**src/shared/mmp_pkg.sv**
```systemverilog
// memory map paging constants, address layout and carrier structs
// assumes a 16-bit local address from the core and a 23-bit global address space
package mmp_pkg;

	// ************************************************************
	// address widths
	// ************************************************************
	localparam int LOC_W = 16;
	localparam int GLB_W = 23;

	// ************************************************************
	// local map boundaries
	// ************************************************************
	localparam logic [15:0] LOC_REG_BASE   = 16'h0000;
	localparam logic [15:0] LOC_EE_BASE    = 16'h0800;
	localparam logic [15:0] LOC_EE_FIX     = 16'h0c00;
	localparam logic [15:0] LOC_RAM_BASE   = 16'h1000;
	localparam logic [15:0] LOC_RAM_FIX    = 16'h2000;
	localparam logic [15:0] LOC_FLASH_WIN  = 16'h8000;
	localparam logic [15:0] LOC_FLASH_WEND = 16'hc000;
	localparam logic [15:0] LOC_FLASH_LOW  = 16'h4000;

	// ************************************************************
	// global map regions
	// ************************************************************
	localparam logic [22:0] GLB_EE_BASE    = 23'h10_0000;
	localparam logic [22:0] GLB_EE_END     = 23'h13_ffff;
	localparam logic [22:0] GLB_EE_IMPL    = 23'h13_f000;
	localparam logic [22:0] GLB_RAM_BASE   = 23'h00_1000;
	localparam logic [22:0] GLB_RAM_END    = 23'h0f_ffff;
	localparam logic [22:0] GLB_RAM_IMPL   = 23'h0f_8000;
	localparam logic [22:0] GLB_FLASH_BASE = 23'h40_0000;
	localparam logic [22:0] GLB_FLASH_IMPL = 23'h78_0000;

	// ************************************************************
	// page registers, reset values, fixed pages
	// ************************************************************
	localparam logic [7:0] EE_PAGE_RST    = 8'hfe;
	localparam logic [7:0] EE_PAGE_FIX    = 8'hff;
	localparam logic [7:0] RAM_PAGE_RST   = 8'hfd;
	localparam logic [7:0] RAM_PAGE_FIX0  = 8'hfe;
	localparam logic [7:0] RAM_PAGE_FIX1  = 8'hff;
	localparam logic [7:0] PROG_PAGE_RST  = 8'hfe;
	localparam logic [7:0] PROG_PAGE_LOW  = 8'hfd;
	localparam logic [7:0] PROG_PAGE_HIGH = 8'hff;
	localparam logic [7:0] GLB_PAGE_RST   = 8'h00;
	localparam logic [7:0] DIR_PAGE_RST   = 8'h00;
	localparam logic [4:0] EE_PREFIX      = 5'h04;
	localparam logic [2:0] RAM_PREFIX     = 3'h0;
	localparam logic [0:0] FLASH_PREFIX   = 1'h1;

	// ************************************************************
	// block selects
	// ************************************************************
	typedef enum logic [2:0] {
		BLK_REG   = 3'b000,
		BLK_RAM   = 3'b001,
		BLK_EE    = 3'b010,
		BLK_FLASH = 3'b011,
		BLK_EXT   = 3'b100
	} mmp_blk_type;

	typedef struct packed {
		logic [7:0] global_page_select;
		logic [7:0] eeprom_page_select;
		logic [7:0] ram_page_select;
		logic [7:0] program_page_select;
		logic [7:0] direct_page;
	} mmp_pages_type;

	typedef struct packed {
		logic [22:0] addr;
		mmp_blk_type blk;
		logic        implemented;
	} mmp_map_type;

endpackage : mmp_pkg

```
**src/rtl/mmp_mapper.sv**
```systemverilog
// memory map paging: local to global address translation with page registers
// assumes the core presents one access per cycle and holds page writes for one cycle
`timescale 1ns/1ps

// Summary of operation
// RULE1: every local address maps to one fixed place in an 8 Mbyte global space
// RULE2: global accesses take the top 7 bits from global_page_select, low 16 bits from core
// RULE3: registers, RAM, EEPROM, FLASH and external sit at fixed local and global spots
// RULE4: no block relocation; register block always starts at local zero
// RULE5: direct page is 256 bytes, top byte from direct base, low byte from operand
// RULE6: only the first direct base write after reset is accepted
// RULE7: local EEPROM area is 2 Kbyte from 0800 through 0fff
// RULE8: upper EEPROM Kbyte is a fixed page, lower Kbyte windows eeprom_page_select
// RULE9: eeprom_page_select may bring the fixed EEPROM page into the window too
// RULE10: global EEPROM region holds up to 256 Kbytes, implemented part at its top
// RULE11: reference part has 4 Kbytes EEPROM: one fixed page and three pageable
// RULE12: local RAM area is 12 Kbyte from 1000 through 3fff
// RULE13: upper 8 Kbyte RAM fixed from 2000, lower 4 Kbyte windows ram_page_select
// RULE14: ram_page_select may bring either half of fixed RAM into the window
// RULE15: global RAM region holds just under 1 Mbyte, implemented part at its top
// RULE16: reference part has 32 Kbytes RAM: fixed 8 Kbyte plus six 4 Kbyte pages
// RULE17: global FLASH region is upper 4 Mbytes, reached through program page window
// RULE18: paged global address is the page value joined to the window offset bits
module mmp_mapper
	import mmp_pkg::*;
(
	// clock and reset
	input  wire logic                 sys_clk_i,
	input  wire logic                 nrst_i,
	// core access request
	input  wire logic                 acc_valid_i,
	input  wire logic                 acc_global_i,
	input  wire logic                 acc_direct_i,
	input  wire logic [LOC_W-1:0]     acc_addr_i,
	// page register writes
	input  wire logic                 global_page_select_wr_i,
	input  wire logic                 eeprom_page_select_wr_i,
	input  wire logic                 ram_page_select_wr_i,
	input  wire logic                 program_page_select_wr_i,
	input  wire logic                 direct_wr_i,
	input  wire logic [7:0]           page_wdata_i,
	// translated access
	output logic                      map_valid_o,
	output mmp_map_type               map_o,
	// page register state
	output mmp_pages_type             pages_o,
	output logic                      direct_locked_o
);

	// ************************************************************
	// page registers
	// ************************************************************
	mmp_pages_type pages_q;
	logic          direct_locked_q;

	always_ff @(posedge sys_clk_i or negedge nrst_i) begin
		if (!nrst_i) begin
			pages_q.global_page_select  <= GLB_PAGE_RST;
			pages_q.eeprom_page_select  <= EE_PAGE_RST;
			pages_q.ram_page_select     <= RAM_PAGE_RST;
			pages_q.program_page_select <= PROG_PAGE_RST;
			pages_q.direct_page         <= DIR_PAGE_RST;
			direct_locked_q             <= 1'b0;
		end else begin
			if (global_page_select_wr_i) begin
				pages_q.global_page_select <= page_wdata_i; // RULE2
			end
			if (eeprom_page_select_wr_i) begin
				pages_q.eeprom_page_select <= page_wdata_i; // RULE9
			end
			if (ram_page_select_wr_i) begin
				pages_q.ram_page_select <= page_wdata_i; // RULE14
			end
			if (program_page_select_wr_i) begin
				pages_q.program_page_select <= page_wdata_i;
			end
			// write-once guards against stray code moving the direct page mid-run
			// kept in this process so the page struct has a single driver
			if (direct_wr_i && !direct_locked_q) begin
				pages_q.direct_page <= page_wdata_i; // RULE6
				direct_locked_q     <= 1'b1; // RULE6
			end
		end
	end

	assign pages_o         = pages_q;
	assign direct_locked_o = direct_locked_q;

	// ************************************************************
	// local to global translation
	// ************************************************************
	logic [15:0] laddr;
	mmp_map_type map_d;

	// direct accesses carry only the low byte in acc_addr_i
	assign laddr = acc_direct_i ? {pages_q.direct_page, acc_addr_i[7:0]} : acc_addr_i; // RULE5

	always_comb begin
		map_d.addr        = {7'h00, laddr};
		map_d.blk         = BLK_EXT;
		map_d.implemented = 1'b0;
		if (acc_global_i) begin
			map_d.addr = {pages_q.global_page_select[6:0], acc_addr_i}; // RULE2 RULE1
			if (map_d.addr >= GLB_FLASH_BASE) begin
				map_d.blk         = BLK_FLASH; // RULE17
				map_d.implemented = map_d.addr >= GLB_FLASH_IMPL;
			end else if (map_d.addr >= GLB_EE_BASE && map_d.addr <= GLB_EE_END) begin
				map_d.blk         = BLK_EE; // RULE10
				map_d.implemented = map_d.addr >= GLB_EE_IMPL; // RULE10
			end else if (map_d.addr >= GLB_RAM_BASE && map_d.addr <= GLB_RAM_END) begin
				map_d.blk         = BLK_RAM; // RULE15
				map_d.implemented = map_d.addr >= GLB_RAM_IMPL; // RULE15
			end else if (map_d.addr < GLB_RAM_BASE && map_d.addr < {7'h00, LOC_EE_BASE}) begin
				map_d.blk         = BLK_REG; // RULE3
				map_d.implemented = 1'b1;
			end
		end else if (laddr < LOC_EE_BASE) begin
			map_d.addr        = {7'h00, laddr}; // RULE4
			map_d.blk         = BLK_REG; // RULE4
			map_d.implemented = 1'b1;
		end else if (laddr < LOC_RAM_BASE) begin
			map_d.blk = BLK_EE; // RULE7
			if (laddr >= LOC_EE_FIX) begin
				map_d.addr = {EE_PREFIX, EE_PAGE_FIX, laddr[9:0]}; // RULE8
			end else begin
				map_d.addr = {EE_PREFIX, pages_q.eeprom_page_select, laddr[9:0]}; // RULE8 RULE18
			end
			map_d.implemented = map_d.addr >= GLB_EE_IMPL; // RULE11
		end else if (laddr < LOC_FLASH_LOW) begin
			map_d.blk = BLK_RAM; // RULE12
			if (laddr >= LOC_RAM_FIX) begin
				// fixed 8 Kbyte is the top two 4 Kbyte pages
				map_d.addr = {RAM_PREFIX, laddr[12] ? RAM_PAGE_FIX1 : RAM_PAGE_FIX0,
					laddr[11:0]}; // RULE13
			end else begin
				map_d.addr = {RAM_PREFIX, pages_q.ram_page_select, laddr[11:0]}; // RULE13 RULE18
			end
			map_d.implemented = map_d.addr >= GLB_RAM_IMPL; // RULE16
		end else begin
			map_d.blk = BLK_FLASH; // RULE17
			if (laddr >= LOC_FLASH_WIN && laddr < LOC_FLASH_WEND) begin
				map_d.addr = {FLASH_PREFIX, pages_q.program_page_select[7:0],
					laddr[13:0]}; // RULE17 RULE18
			end else if (laddr < LOC_FLASH_WIN) begin
				map_d.addr = {FLASH_PREFIX, PROG_PAGE_LOW, laddr[13:0]}; // RULE3
			end else begin
				map_d.addr = {FLASH_PREFIX, PROG_PAGE_HIGH, laddr[13:0]}; // RULE3
			end
			map_d.implemented = map_d.addr >= GLB_FLASH_IMPL;
		end
	end

	// ************************************************************
	// registered output
	// ************************************************************
	always_ff @(posedge sys_clk_i or negedge nrst_i) begin
		if (!nrst_i) begin
			map_valid_o <= 1'b0;
			map_o       <= '0;
		end else begin
			map_valid_o <= acc_valid_i;
			if (acc_valid_i) begin
				map_o <= map_d; // RULE1
			end
		end
	end

	// ************************************************************
	// checks
	// ************************************************************
	direct_once_a: assert property (@(posedge sys_clk_i) disable iff (!nrst_i) // RULE6
		direct_locked_q |=> $stable(pages_q.direct_page))
		else $error("direct page changed after lock");

	direct_first_a: assert property (@(posedge sys_clk_i) disable iff (!nrst_i) // RULE6
		(direct_wr_i && !direct_locked_q) |=> (pages_q.direct_page == $past(page_wdata_i)))
		else $error("first direct write lost");

	reg_zero_a: assert property (@(posedge sys_clk_i) disable iff (!nrst_i) // RULE4
		(acc_valid_i && !acc_global_i && !acc_direct_i && acc_addr_i < LOC_EE_BASE)
		|=> (map_o.blk == BLK_REG && map_o.addr[15:0] == $past(acc_addr_i)))
		else $error("register block not at zero");

	glb_page_a: assert property (@(posedge sys_clk_i) disable iff (!nrst_i) // RULE2
		(acc_valid_i && acc_global_i) |=> (map_o.addr[15:0] == $past(acc_addr_i)
		&& map_o.addr[22:16] == $past(pages_q.global_page_select[6:0])))
		else $error("global address not page joined");

	ee_fixed_a: assert property (@(posedge sys_clk_i) disable iff (!nrst_i) // RULE8
		(acc_valid_i && !acc_global_i && !acc_direct_i && acc_addr_i >= LOC_EE_FIX
		&& acc_addr_i < LOC_RAM_BASE) |=> (map_o.blk == BLK_EE && map_o.addr[17:10] == EE_PAGE_FIX))
		else $error("eeprom fixed page wrong");

	ee_window_a: assert property (@(posedge sys_clk_i) disable iff (!nrst_i) // RULE18
		(acc_valid_i && !acc_global_i && !acc_direct_i && acc_addr_i >= LOC_EE_BASE
		&& acc_addr_i < LOC_EE_FIX) |=> (map_o.addr[17:10] == $past(pages_q.eeprom_page_select)))
		else $error("eeprom window page wrong");

	ram_window_a: assert property (@(posedge sys_clk_i) disable iff (!nrst_i) // RULE13
		(acc_valid_i && !acc_global_i && !acc_direct_i && acc_addr_i >= LOC_RAM_BASE
		&& acc_addr_i < LOC_RAM_FIX) |=> (map_o.blk == BLK_RAM
		&& map_o.addr[19:12] == $past(pages_q.ram_page_select)))
		else $error("ram window page wrong");

	ram_fixed_a: assert property (@(posedge sys_clk_i) disable iff (!nrst_i) // RULE13
		(acc_valid_i && !acc_global_i && !acc_direct_i && acc_addr_i >= LOC_RAM_FIX
		&& acc_addr_i < LOC_FLASH_LOW) |=> (map_o.addr[22:13] == GLB_RAM_IMPL[22:13] + 10'h3
		&& map_o.addr[12:0] == $past(acc_addr_i[12:0])))
		else $error("ram fixed block wrong");

	direct_page_a: assert property (@(posedge sys_clk_i) disable iff (!nrst_i) // RULE5
		(acc_valid_i && !acc_global_i && acc_direct_i && pages_q.direct_page == 8'h00)
		|=> (map_o.blk == BLK_REG && map_o.addr[7:0] == $past(acc_addr_i[7:0])))
		else $error("direct page address wrong");

	valid_follow_a: assert property (@(posedge sys_clk_i) disable iff (!nrst_i) // RULE1
		acc_valid_i |=> map_valid_o)
		else $error("map valid missing");

	ee_win_c: cover property (@(posedge sys_clk_i) disable iff (!nrst_i)
		acc_valid_i && !acc_global_i && acc_addr_i == LOC_EE_BASE);
	ram_win_c: cover property (@(posedge sys_clk_i) disable iff (!nrst_i)
		acc_valid_i && !acc_global_i && acc_addr_i == LOC_RAM_BASE);
	glb_c: cover property (@(posedge sys_clk_i) disable iff (!nrst_i)
		acc_valid_i && acc_global_i);
	dir_lock_c: cover property (@(posedge sys_clk_i) disable iff (!nrst_i)
		direct_wr_i && direct_locked_q);
	flash_win_c: cover property (@(posedge sys_clk_i) disable iff (!nrst_i)
		acc_valid_i && !acc_global_i && acc_addr_i == LOC_FLASH_WIN);

	// ************************************************************
	// block and region checks
	// ************************************************************
	// plain local access, neither global nor direct
	logic loc_acc;
	logic glb_acc;

	assign loc_acc = acc_valid_i && !acc_global_i && !acc_direct_i;
	assign glb_acc = acc_valid_i && acc_global_i;

	lock_set_a: assert property (@(posedge sys_clk_i) disable iff (!nrst_i) // RULE6
		(direct_wr_i && !direct_locked_q) |=> direct_locked_q)
		else $error("direct base not locked");

	ee_block_a: assert property (@(posedge sys_clk_i) disable iff (!nrst_i) // RULE7
		(loc_acc && acc_addr_i >= LOC_EE_BASE && acc_addr_i < LOC_RAM_BASE)
		|=> (map_o.blk == BLK_EE && map_o.addr[22:18] == GLB_EE_BASE[22:18]))
		else $error("eeprom block decode wrong");

	ram_block_a: assert property (@(posedge sys_clk_i) disable iff (!nrst_i) // RULE12
		(loc_acc && acc_addr_i >= LOC_RAM_BASE && acc_addr_i < LOC_FLASH_LOW)
		|=> (map_o.blk == BLK_RAM && map_o.addr[22:20] == GLB_RAM_BASE[22:20]))
		else $error("ram block decode wrong");

	ee_impl_a: assert property (@(posedge sys_clk_i) disable iff (!nrst_i) // RULE11
		(loc_acc && acc_addr_i >= LOC_EE_FIX && acc_addr_i < LOC_RAM_BASE)
		|=> map_o.implemented)
		else $error("fixed eeprom not implemented");

	ram_impl_a: assert property (@(posedge sys_clk_i) disable iff (!nrst_i) // RULE16
		(loc_acc && acc_addr_i >= LOC_RAM_FIX && acc_addr_i < LOC_FLASH_LOW)
		|=> map_o.implemented)
		else $error("fixed ram not implemented");

	ee_swap_a: assert property (@(posedge sys_clk_i) disable iff (!nrst_i) // RULE9
		(loc_acc && acc_addr_i >= LOC_EE_BASE && acc_addr_i < LOC_EE_FIX
		&& pages_q.eeprom_page_select == EE_PAGE_FIX) |=> map_o.implemented)
		else $error("fixed eeprom page not in window");

	ram_swap_a: assert property (@(posedge sys_clk_i) disable iff (!nrst_i) // RULE14
		(loc_acc && acc_addr_i >= LOC_RAM_BASE && acc_addr_i < LOC_RAM_FIX
		&& (pages_q.ram_page_select == RAM_PAGE_FIX0
		|| pages_q.ram_page_select == RAM_PAGE_FIX1)) |=> map_o.implemented)
		else $error("fixed ram half not in window");

	flash_win_a: assert property (@(posedge sys_clk_i) disable iff (!nrst_i) // RULE17
		(loc_acc && acc_addr_i >= LOC_FLASH_WIN && acc_addr_i < LOC_FLASH_WEND)
		|=> (map_o.blk == BLK_FLASH && map_o.addr[22] == FLASH_PREFIX
		&& map_o.addr[21:14] == $past(pages_q.program_page_select)))
		else $error("flash window page wrong");

	flash_low_a: assert property (@(posedge sys_clk_i) disable iff (!nrst_i) // RULE3
		(loc_acc && acc_addr_i >= LOC_FLASH_LOW && acc_addr_i < LOC_FLASH_WIN)
		|=> (map_o.blk == BLK_FLASH && map_o.addr[21:14] == PROG_PAGE_LOW))
		else $error("low fixed flash page wrong");

	flash_high_a: assert property (@(posedge sys_clk_i) disable iff (!nrst_i) // RULE3
		(loc_acc && acc_addr_i >= LOC_FLASH_WEND)
		|=> (map_o.blk == BLK_FLASH && map_o.addr[21:14] == PROG_PAGE_HIGH))
		else $error("high fixed flash page wrong");

	glb_flash_a: assert property (@(posedge sys_clk_i) disable iff (!nrst_i) // RULE17
		(glb_acc && pages_q.global_page_select[6]) |=> map_o.blk == BLK_FLASH)
		else $error("global flash region wrong");

	flash_impl_a: assert property (@(posedge sys_clk_i) disable iff (!nrst_i) // RULE17
		(glb_acc && pages_q.global_page_select[6:0] >= GLB_FLASH_IMPL[22:16])
		|=> map_o.implemented)
		else $error("implemented flash not at top");

	glb_ee_a: assert property (@(posedge sys_clk_i) disable iff (!nrst_i) // RULE10
		(glb_acc && pages_q.global_page_select[6:0] >= GLB_EE_BASE[22:16]
		&& pages_q.global_page_select[6:0] <= GLB_EE_END[22:16]) |=> map_o.blk == BLK_EE)
		else $error("global eeprom region wrong");

	glb_ram_a: assert property (@(posedge sys_clk_i) disable iff (!nrst_i) // RULE15
		(glb_acc && pages_q.global_page_select[6:0] > GLB_RAM_BASE[22:16]
		&& pages_q.global_page_select[6:0] <= GLB_RAM_END[22:16]) |=> map_o.blk == BLK_RAM)
		else $error("global ram region wrong");

	glb_reg_a: assert property (@(posedge sys_clk_i) disable iff (!nrst_i) // RULE3
		(glb_acc && pages_q.global_page_select[6:0] == GLB_PAGE_RST[6:0]
		&& acc_addr_i < LOC_EE_BASE) |=> map_o.blk == BLK_REG)
		else $error("global register block wrong");

	// the gap below global ram decodes to the external block
	ext_glb_a: assert property (@(posedge sys_clk_i) disable iff (!nrst_i) // RULE3
		(glb_acc && pages_q.global_page_select[6:0] == GLB_PAGE_RST[6:0]
		&& acc_addr_i >= LOC_EE_BASE && acc_addr_i < LOC_RAM_BASE) |=> map_o.blk == BLK_EXT)
		else $error("global gap not external");

	reg_impl_a: assert property (@(posedge sys_clk_i) disable iff (!nrst_i) // RULE4
		(loc_acc && acc_addr_i < LOC_EE_BASE) |=> map_o.implemented)
		else $error("register block not implemented");

	// map_o is a data output and must hold between accepted requests
	hold_map_a: assert property (@(posedge sys_clk_i) disable iff (!nrst_i) // RULE1
		!acc_valid_i |=> $stable(map_o))
		else $error("map output moved while idle");

	valid_drop_a: assert property (@(posedge sys_clk_i) disable iff (!nrst_i) // RULE1
		!acc_valid_i |=> !map_valid_o)
		else $error("map valid without request");

endmodule : mmp_mapper

```
**config.mk**
```make
export PLATFORM = sky130hd
export DESIGN_NAME = mmp_mapper
export DESIGN_NICKNAME = d
export VERILOG_FILES = /design/src/shared/mmp_pkg.sv /design/src/rtl/mmp_mapper.sv
export SDC_FILE = /design/constraint.sdc
export NUM_CORES = 1
export LEC_CHECK = 0
export BUFFER_PORTS_ARGS = -buffer_cell sky130_fd_sc_hd__buf_2
export CAP_MARGIN = 5
export CORE_MARGIN = 5
export CORE_UTILIZATION = 50
export CTS_CLUSTER_DIAMETER = 40
export CTS_CLUSTER_SIZE = 28
export DETAILED_ROUTE_END_ITERATION = 16
export PLACE_DENSITY = 0.78
export SYNTH_ARGS = -nofsm -noshare
export SYNTH_HDL_FRONTEND = slang
export SYNTH_SLANG_ARGS = --single-unit
```
**constraint.sdc**
```tcl
create_clock -name sys_clk_i -period 1.9 [get_ports sys_clk_i]
set_input_delay 0.095 -clock sys_clk_i [delete_from_list [all_inputs] [get_ports sys_clk_i]]
set_output_delay 0.095 -clock sys_clk_i [all_outputs]
set_load 0.05 [all_outputs]
```
* Yosys cells after proc, flatten, opt, wreduce, memory -nomap -nowiden
Cells that the tools add are included.
** Storage, ports and cells
- Register bits after elaboration :: 69
- Input port bits :: 34
- Word-level logic and storage cells :: 62
** Operators by class
- Order comparisons :: 21
- Multiplexer cells :: 25
- Reduce and logical (&&, ||, !) cells :: 6
** Operators with widths (count)
- 2-to-1 mux 23 bit :: 11
- 2-to-1 mux 27 bit :: 4
- >= comparator 23 x 21 -> 1 bit (second input constant) :: 3
- >= comparator 23 bit (second input constant) :: 3
- >= comparator 23 x 20 -> 1 bit (second input constant) :: 2
- < comparator 16 bit (second input constant) :: 2
- 2-to-1 mux 16 bit :: 2
- >= comparator 23 x 13 -> 1 bit (second input constant) :: 1
- <= comparator 23 x 20 -> 1 bit (second input constant) :: 1
- <= comparator 23 x 21 -> 1 bit (second input constant) :: 1
- < comparator 23 x 12 -> 1 bit (second input constant) :: 1
- < comparator 23 x 13 -> 1 bit (second input constant) :: 1
- 2-to-1 mux 22 bit :: 1
- 2-to-1 mux 20 bit :: 1
- 2-to-1 mux 18 bit :: 1
- >= comparator 16 x 12 -> 1 bit (second input constant) :: 1
- >= comparator 16 x 14 -> 1 bit (second input constant) :: 1
- >= comparator 16 bit (second input constant) :: 1
- < comparator 16 x 12 -> 1 bit (second input constant) :: 1
- < comparator 16 x 13 -> 1 bit (second input constant) :: 1
- < comparator 16 x 15 -> 1 bit (second input constant) :: 1
- 2-to-1 mux 4 bit :: 4
- logical AND 1 bit :: 5
- logical NOT 1 bit :: 1
- 2-to-1 mux 1 bit :: 1

* Depth between registers and ports, before layout
Gate-level depths: netlist of the first run.
- Depth after elaboration :: 13
- Mapped depth :: 6

* Worst setup path after synthesis of the first run
OpenSTA, ideal clock, no wires.
- Kind :: reg2reg
- Start point :: register pages_q (netlist bit pages_o[7])
- End point :: register map_o[14] (netlist name)
- Buffers on the path :: 1
- Stages on the path, launching flop included :: 6
- Clock period less this slack :: 1897 ps
- Arrival time :: 1815 ps
- Setup time :: 82 ps
- Setup slack :: 3 ps
- Path through :: dfrtp_1 -> or4b_1 -> buf_6 -> o22ai_4 -> o2111ai_1 -> a31oi_1
** On the way
- Longest elaborated chain between the ends :: 12
** Ends and longest elaborated chain
- start: declaration :: RTL line mmp_mapper.sv:53 : mmp_pages_type pages_q;
- 2-to-1 mux 16 bit * :: RTL line mmp_mapper.sv:96 : assign laddr = acc_direct_i ? {pages_q.direct_page, acc_addr_i[7:0]} : acc_addr_i;
- >= comparator 16 bit or < comparator 16 bit (tied branches) :: RTL line mmp_mapper.sv:141 : if (laddr >= LOC_FLASH_WIN && laddr < LOC_FLASH_WEND) begin
- logical AND 1 bit :: RTL line mmp_mapper.sv:141
- 2-to-1 mux 22 bit :: RTL line mmp_mapper.sv:141
- 2-to-1 mux 23 bit :: RTL line mmp_mapper.sv:129 : end else if (laddr < LOC_FLASH_LOW) begin
- 2-to-1 mux 23 bit :: RTL line mmp_mapper.sv:121 : end else if (laddr < LOC_RAM_BASE) begin
- 2-to-1 mux 23 bit :: RTL line mmp_mapper.sv:117 : end else if (laddr < LOC_EE_BASE) begin
- 2-to-1 mux 23 bit :: RTL line mmp_mapper.sv:102 : if (acc_global_i) begin
- 2-to-1 mux 27 bit :: RTL line mmp_mapper.sv:129
- 2-to-1 mux 27 bit :: RTL line mmp_mapper.sv:121
- 2-to-1 mux 27 bit * :: RTL line mmp_mapper.sv:117
- 2-to-1 mux 27 bit * :: RTL line mmp_mapper.sv:102
- end signal: assignment :: RTL line mmp_mapper.sv:163 : map_o <= map_d;
- end: declaration :: RTL line mmp_mapper.sv:44 : output mmp_map_type map_o,
Mark *: on every way between the ends. The rest lies on a longest branch, timed or not. The select of a mux whose other input is x is not followed.
A chain may end at the register's enable or synchronous reset.

* Worst setup path in the final report of the first run
- Start point :: register pages_q (netlist bit pages_o[7])
- End point :: register map_o[19] (netlist name)
** On the way
- Longest elaborated chain between the ends :: 12
** Ends and longest elaborated chain
- 2-to-1 mux 16 bit * :: RTL line mmp_mapper.sv:96
- < comparator 16 bit (tied with other cells) :: RTL line mmp_mapper.sv:144 : end else if (laddr < LOC_FLASH_WIN) begin
- 2-to-1 mux 16 bit or logical AND 1 bit (tied branches) :: RTL line mmp_mapper.sv:144, mmp_mapper.sv:141
- 2-to-1 mux 22 bit :: RTL line mmp_mapper.sv:141
- 2-to-1 mux 23 bit :: RTL line mmp_mapper.sv:129
- 2-to-1 mux 23 bit :: RTL line mmp_mapper.sv:121
- 2-to-1 mux 23 bit :: RTL line mmp_mapper.sv:117
- 2-to-1 mux 23 bit :: RTL line mmp_mapper.sv:102
- 2-to-1 mux 27 bit :: RTL line mmp_mapper.sv:129
- 2-to-1 mux 27 bit :: RTL line mmp_mapper.sv:121
- 2-to-1 mux 27 bit * :: RTL line mmp_mapper.sv:117
- 2-to-1 mux 27 bit * :: RTL line mmp_mapper.sv:102
Marked as above.

==> run_results.csv, run 1 <==
group,metric,value,unit
final_layout,antennaDiodeCount,0,
place,place.gp.congestion,0.924,
setup_path,path_depth,4,
logic_synthesis,async_flop_share,100,%
setup_path,r2r_cells,4,
setup_path,crit_required,2150,ps
die,num_rows,30,
clock_tree,cts.repair.resized,0,
logic_synthesis,synth_area,0.00338,mm^2
drt,wire_per_inst,20.4,um
die,ios,103,
setup_path,crit_arrival,2050,ps
sta,tns,0,ps
sta,rsz0062_at_grt,"false",
setup_path,crit_chain,"or4b_1 > o22ai_4 > a21oi_1 > o221ai_1",
run,cap_violations,0,
clock_tree,path_clk_slew,70,ps
logic_synthesis,netlist_instances,289,
sta,min_period_over_period,94.6,%
power_and_ir_drop,leakagePower,0.00188,uW
global_routing,grt_pass1_wl,15.8,mm
place,dp.cells,462,
global_routing,antenna_found_initial,0,
setup_path,worstPathMaxFanout,7,
clock_tree,numCtsBuffers,9,
logic_synthesis,syn_area_per_cell,11.7,um^2
global_routing,grt_pass1_vias,2918,
setup_path,worstSetupStartpointType,"flip-flop",
clock_tree,htree_levels,3,
place,place_hpwl,7.19,mm
logic_synthesis,synth_top_cell_by_area,"dfrtp_1",
drt,dr.pass1.iters,5,
drt,drt_iter0_drc,221,
power_and_ir_drop,power_density,978,mW/mm^2
clock_tree,cts_tree,"built",
final_layout,nNetsFinal,436,
drt,vias,2902,
logic_synthesis,synth-main-ff-cell,"dfrtp_1",
clock_tree,cts_root_buf,"clkbuf_8",
clock_tree,cts.sinks,69,
global_routing,grt_max_degree,70,
power_and_ir_drop,power,4160,uW
logic_synthesis,synth_edf_count,0,
setup_path,worst-path-buf-inv,0,
sta,finalWorstSetupSlack,103,ps
sta,fmax,556,MHz
setup_path,r2r_end,"map_o[19]",
logic_synthesis,synth_top_area_share,35.5,%
die,die_h,92.2,um
final_layout,area.growth.synth_to_final,25.9,%
clock_tree,clk_latency,350,ps
run_status,status,"completed",
sta,finalSetupViolations,0,
setup_path,crit_type,"reg -> reg",
logic_synthesis,ys_seq_area_share,51.8,%
clock_tree,clockBufferDepth,2,
setup_path,critPathCaptureType,"flip-flop",
die,chipWidth,92.2,um
drt,drc,0,
global_routing,grt_overflow,0,
die,start_util,50.6,%
die,core,0.00668,mm^2
setup_path,r2r_slack,100,ps
logic_synthesis,post_synth_num_cell_types,50,
setup_path,critPathSlowestCell,"or4b_1",
setup_path,crit_family,"simple AND/OR/NAND/NOR gates",
global_routing,grt_usage,23.9,%
drt,wirelength,9.89,mm
die,die_area,0.00851,mm^2
final_layout,nFillCells,549,
place,dp_slack,120,ps
logic_synthesis,yosys_warnings,0,
sta,drv_slew,0,
setup_path,max_stage_delay,710,ps
drt,ant_nets,0,
sta,worstMarginPinSlew,517,ps
logic_synthesis,synthTopCellsByCount,"mux2_2, dfrtp_1, dfstp_2",
final_layout,final_cells,486,
sta,finalHoldViolCount,0,
sta,hold_ws,5.35,ps
logic_synthesis,synth_most_common_cell,"mux2_2",
place,port_buffers,102,
setup_path,setup.worst_path.start,"pages_o[7]",
min_path,min_path_type,"in -> reg",
power_and_ir_drop,ir_drop,0.000621,V
final_layout,drive_above_1_share,49.8,%
setup_path,setup.worst_path.end,"map_o[19]",
sta,finClkSkew,8.92,ps
setup_path,rr_startpoint,"pages_o[7]",
sta,finalCriticalPeriod,1800,ps
sta,relSlewSlack,65.2,%
logic_synthesis,syn-num-nets,323,
logic_synthesis,synthTopCellsByArea,"dfrtp_1, mux2_2, dfstp_2",
logic_synthesis,ys_ff_latch,69,
drt,vias_per_cell,5.97,
per-layer routing:
layer	up-vias	track usage (%)	wire [um]
met5	-	0	0
met4	0	7.67	211
li1	1320	-	-
met2	132	38.3	4720
met1	1431	31.8	4300
met3	19	6.07	668
layout make-up:
class | count | area (um^2) | share of cell area, %
flip-flops and latches | 69 | 1750 | 41.2
multi-input cells | 197 | 1530 | 35.9
repair buffers | 121 | 688 | 16.2
clock buffers | 14 | 163 | 3.82
well taps | 80 | 100 | 2.35
inverters | 4 | 15.0 | 0.353
clock inverters | 1 | 7.51 | 0.176
worst reg2reg max path, stage by stage (launching register included):
cell,delay [ps]
dfrtp_1,420
or4b_1,710
o22ai_4,260
a21oi_1,130
o221ai_1,200
registers in the layout (all words and copies together), names as in the netlist:
signal,count
direct_locked_o,1
map_o,27
map_valid_o,1
pages_o,40
cells by family (layout without fill, tap and decap cells):
kind of cell / Yosys count / count (layout) / share of synthesized area [%]
AO/OA/AOI/OAI: 77 / 77 / 15.8
flip-flops: 69 / 69 / 51.8
AND/OR/NAND/NOR: 63 / 63 / 10.7
multiplexers: 57 / 57 / 18.7
buffers and inverters: 23 / 140 / 2.92
placed cells by master, fill, tap and decap left out, types with 5 or more instances in the layout:
cell,netlist,final
clkbuf_8,0,11
mux2i_1,7,7
buf_2,1,102
nor3_1,6,6
mux2_2,50,50
o21ai_0,14,14
buf_4,1,9
a21oi_1,18,18
dlygate4sd3_1,0,9
a22oi_1,5,5
nand2_1,15,15
nor2_1,7,7
o211ai_1,9,9
dfrtp_1,48,48
dfstp_2,21,21
power by group:
| group | total, uW | switching, uW | leakage (uW) | internal (uW) |
|---|---|---|---|---|
| clock network | 1060 | 521 | 0.0000828 | 540 |
| logic | 1280 | 915 | 0.00102 | 361 |
| registers | 1820 | 159 | 0.000779 | 1670 |
| total | 4160 | 1600 | 0.00188 | 2570 |
per-stage QoR:
step	utilization (%)	area, um^2
3_3_place_gp	59.8	4000
4_1_cts	63.7	4260
2_1_floorplan	-	3380
5_1_grt	63.7	4260
3_5_place_dp	59.8	4000
6_report	63.7	4260
repair_timing:
| action | in CTS | in global routing |
|---|---|---|
| endpoints found under the hold margin | 56 | 0 |
| setup buffers | 0 | 0 |
| hold buffers | 9 | 0 |
worst min-delay path by stage:
stage	start	to	slack, ps	cells past startpoint
after floorplan	nrst_i	direct_locked_o	-200	0
after global placement	nrst_i	pages_o[36]	140	2
after detailed placement	nrst_i	pages_o[39]	140	2
after CTS	acc_addr_i[6]	map_o[10]	6	2
after global routing	acc_addr_i[6]	map_o[10]	1	2
final	acc_addr_i[6]	map_o[10]	5	2
Note: power is estimated with default switching activity, not from simulation.
==> inputs of run 2 (changes only) <==
--- a/config.mk
+++ b/config.mk
@@ -5,6 +5,7 @@
 export SDC_FILE = /design/constraint.sdc
 export NUM_CORES = 1
 export LEC_CHECK = 0
+export ABC_AREA = 1
 export BUFFER_PORTS_ARGS = -buffer_cell sky130_fd_sc_hd__buf_2
 export CAP_MARGIN = 5
 export CORE_MARGIN = 5
==> run 2 against run 1 <==
  * First-iteration DRC count up 4.5%
  * Count of clock-buffer cells in the layout down 5
  * Worst hold slack lost 4.6 ps
  * Utilization up 2.7 points
  * Critical path type unchanged
  * Routed wire length increased by 0.20%
  * Critical path depth grew 4
==> run_results.csv, run 2 <==
group,metric,value,unit
run_status,status,"completed",
setup_path,max_stage_delay,410,ps
place,port_buffers,102,
setup_path,critPathSlowestCell,"dfrtp_1",
clock_tree,cts.sinks,69,
final_layout,finalInstanceArea,0.00424,mm^2
drt,dr.pass1.iters,6,
global_routing,grt_pass1_vias,3171,
setup_path,path_common_cell,"nand2_1",
clock_tree,cts_tree,"built",
place,place_hpwl,7.12,mm
global_routing,grt_usage,25.0,%
power_and_ir_drop,power,4130,uW
setup_path,worstPathMaxFanout,7,
drt,drt_iter0_drc,231,
run,cap_violations,0,
setup_path,worstSetupStartpointType,"flip-flop",
final_layout,drive_above_1_share,35.5,%
sta,finClkSkew,9.13,ps
logic_synthesis,ys_ff_latch,69,
logic_synthesis,yosys_warnings,0,
global_routing,grt_pass1_wl,16.4,mm
final_layout,antennaDiodeCount,0,
drt,wire_per_inst,17.2,um
drt,ant_nets,0,
die,num_rows,29,
final_layout,nNetsFinal,527,
setup_path,crit_required,2140,ps
logic_synthesis,netlist_instances,378,
logic_synthesis,synth_most_common_cell,"nand2_1",
place,place_area,0.00390,mm^2
drt,wirelength,9.91,mm
sta,worstMarginPinSlew,420,ps
sta,drv_slew,0,
setup_path,worst-path-buf-inv,0,
logic_synthesis,synth_edf_count,0,
logic_synthesis,syn_area_per_cell,8.77,um^2
power_and_ir_drop,ir_drop,0.000675,V
clock_tree,cts_setup_buffers,0,
sta,tns,0,ps
die,die_h,91.4,um
final_layout,area.growth.synth_to_final,28.0,%
logic_synthesis,synth-main-ff-cell,"dfrtp_1",
clock_tree,htree_levels,3,
logic_synthesis,synth_area,0.00332,mm^2
sta,finalHoldViolCount,0,
logic_synthesis,synthTopCellsByArea,"dfrtp_1, dfstp_2, nand2_1",
die,die_area,0.00836,mm^2
drt,drc,0,
clock_tree,clockBufferDepth,2,
sta,hold_ws,0.790,ps
logic_synthesis,synth_top_cell_by_area,"dfrtp_1",
logic_synthesis,async_flop_share,100,%
clock_tree,path_clk_slew,80,ps
min_path,min_path_type,"in -> reg",
sta,rsz0062_at_grt,"false",
logic_synthesis,ys_seq_area_share,52.9,%
sta,min_period_over_period,81.4,%
logic_synthesis,syn-num-nets,412,
logic_synthesis,post_synth_num_cell_types,35,
sta,relSlewSlack,72.0,%
place,place.gp.congestion,0.878,
sta,fmax,646,MHz
sta,finalWorstSetupSlack,353,ps
logic_synthesis,synth_top_area_share,36.2,%
global_routing,antenna_found_initial,0,
die,core,0.00639,mm^2
final_layout,final_common_cell,"buf_2",
setup_path,critPathCaptureType,"flip-flop",
die,ios,103,
setup_path,crit_family,"simple AND/OR/NAND/NOR gates",
sta,finalSetupViolations,0,
clock_tree,clk_latency,370,ps
setup_path,crit_arrival,1780,ps
sta,finalCriticalPeriod,1550,ps
global_routing,grt_max_degree,70,
drt,vias_per_cell,5.32,
drt,vias,3060,
setup_path,crit_type,"reg -> reg",
final_layout,layout_common_cells,"buf_2, nand2_1, dfrtp_1",
power_and_ir_drop,leakagePower,0.00215,uW
setup_path,crit_chain,"nand2_1 > nand2_4 > nor2_8 > nand2_2 > o22ai_1 > nand2_1 > o211ai_1 > o21bai_1",
final_layout,largest_reg_flops,40,
die,start_util,51.9,%
clock_tree,cts_root_buf,"clkbuf_8",
clock_tree,numCtsBuffers,9,
place,dp_slack,399,ps
global_routing,grt_overflow,0,
die,chipWidth,91.4,um
logic_synthesis,synthTopCellsByCount,"nand2_1, dfrtp_1, inv_1",
power_and_ir_drop,power_density,973,mW/mm^2
==> run 2: worst paths after layout <==
path	startpoint	end	slack (ps)	depth (start not counted)
min	page_wdata_i[5]	pages_o[13]	0.8	3
min reg2reg	map_o[11]	map_o[11]	470	2
max reg2reg	pages_o[7]	map_o[20]	350	8
min in group asynchronous	nrst_i	map_o[4]	270	3
max in group asynchronous	nrst_i	pages_o[19]	1270	3
max	pages_o[7]	map_o[20]	350	8
==> run 2: cells by family after synthesis <==
| family | share of synthesized area (%) |
|---|---|
| compound gates | 14.2 |
| mux | 4.08 |
| simple gates | 22.4 |
| buf+inv | 6.49 |
| flops | 52.9 |
==> run 2: layout make-up <==
class | count | area [um^2]
multi-input combinational | 254 | 1350
inverter | 42 | 158
clock inverter | 7 | 98.8
fill | 522 | 2140
tap | 77 | 96.3
clock buffer | 9 | 124
sequential | 69 | 1750
timing repair buffer | 117 | 666
==> run 2: repair_timing <==
item | 4_1_cts | 5_1_grt
hold buffers | 12 | 0
hold endpoints to repair | 59 | 0
gates resized for setup | 0 | 0
==> run 2: worst min-delay path: cells and delay by family <==
| kind | cells | cell delay, ps |
|---|---|---|
| and+or+nand+nor | 1 | 60 |
| buffers and inverters | 1 | 140 |
| AOI/OAI and AO/OA | 1 | 70 |
==> run 2: where the power goes <==
| group | switching [uW] | internal [uW] |
|---|---|---|
| clock | 608 | 745 |
| sequential | 98.5 | 1630 |
| combinational | 800 | 250 |
==> run 2: stage by stage <==
step                utilization, %  instances
CTS                           66.4        575
global route                  66.4        575
detailed placement            61.1        547
global placement              61.1        547
floorplan                        -        378
finish                        66.4        575
==> run 2: per-layer routing <==
layer,wire [um],track usage (%)
met5,0,0
met4,184,7.70
met3,902,6.45
met2,4720,40.2
met1,4110,33.1
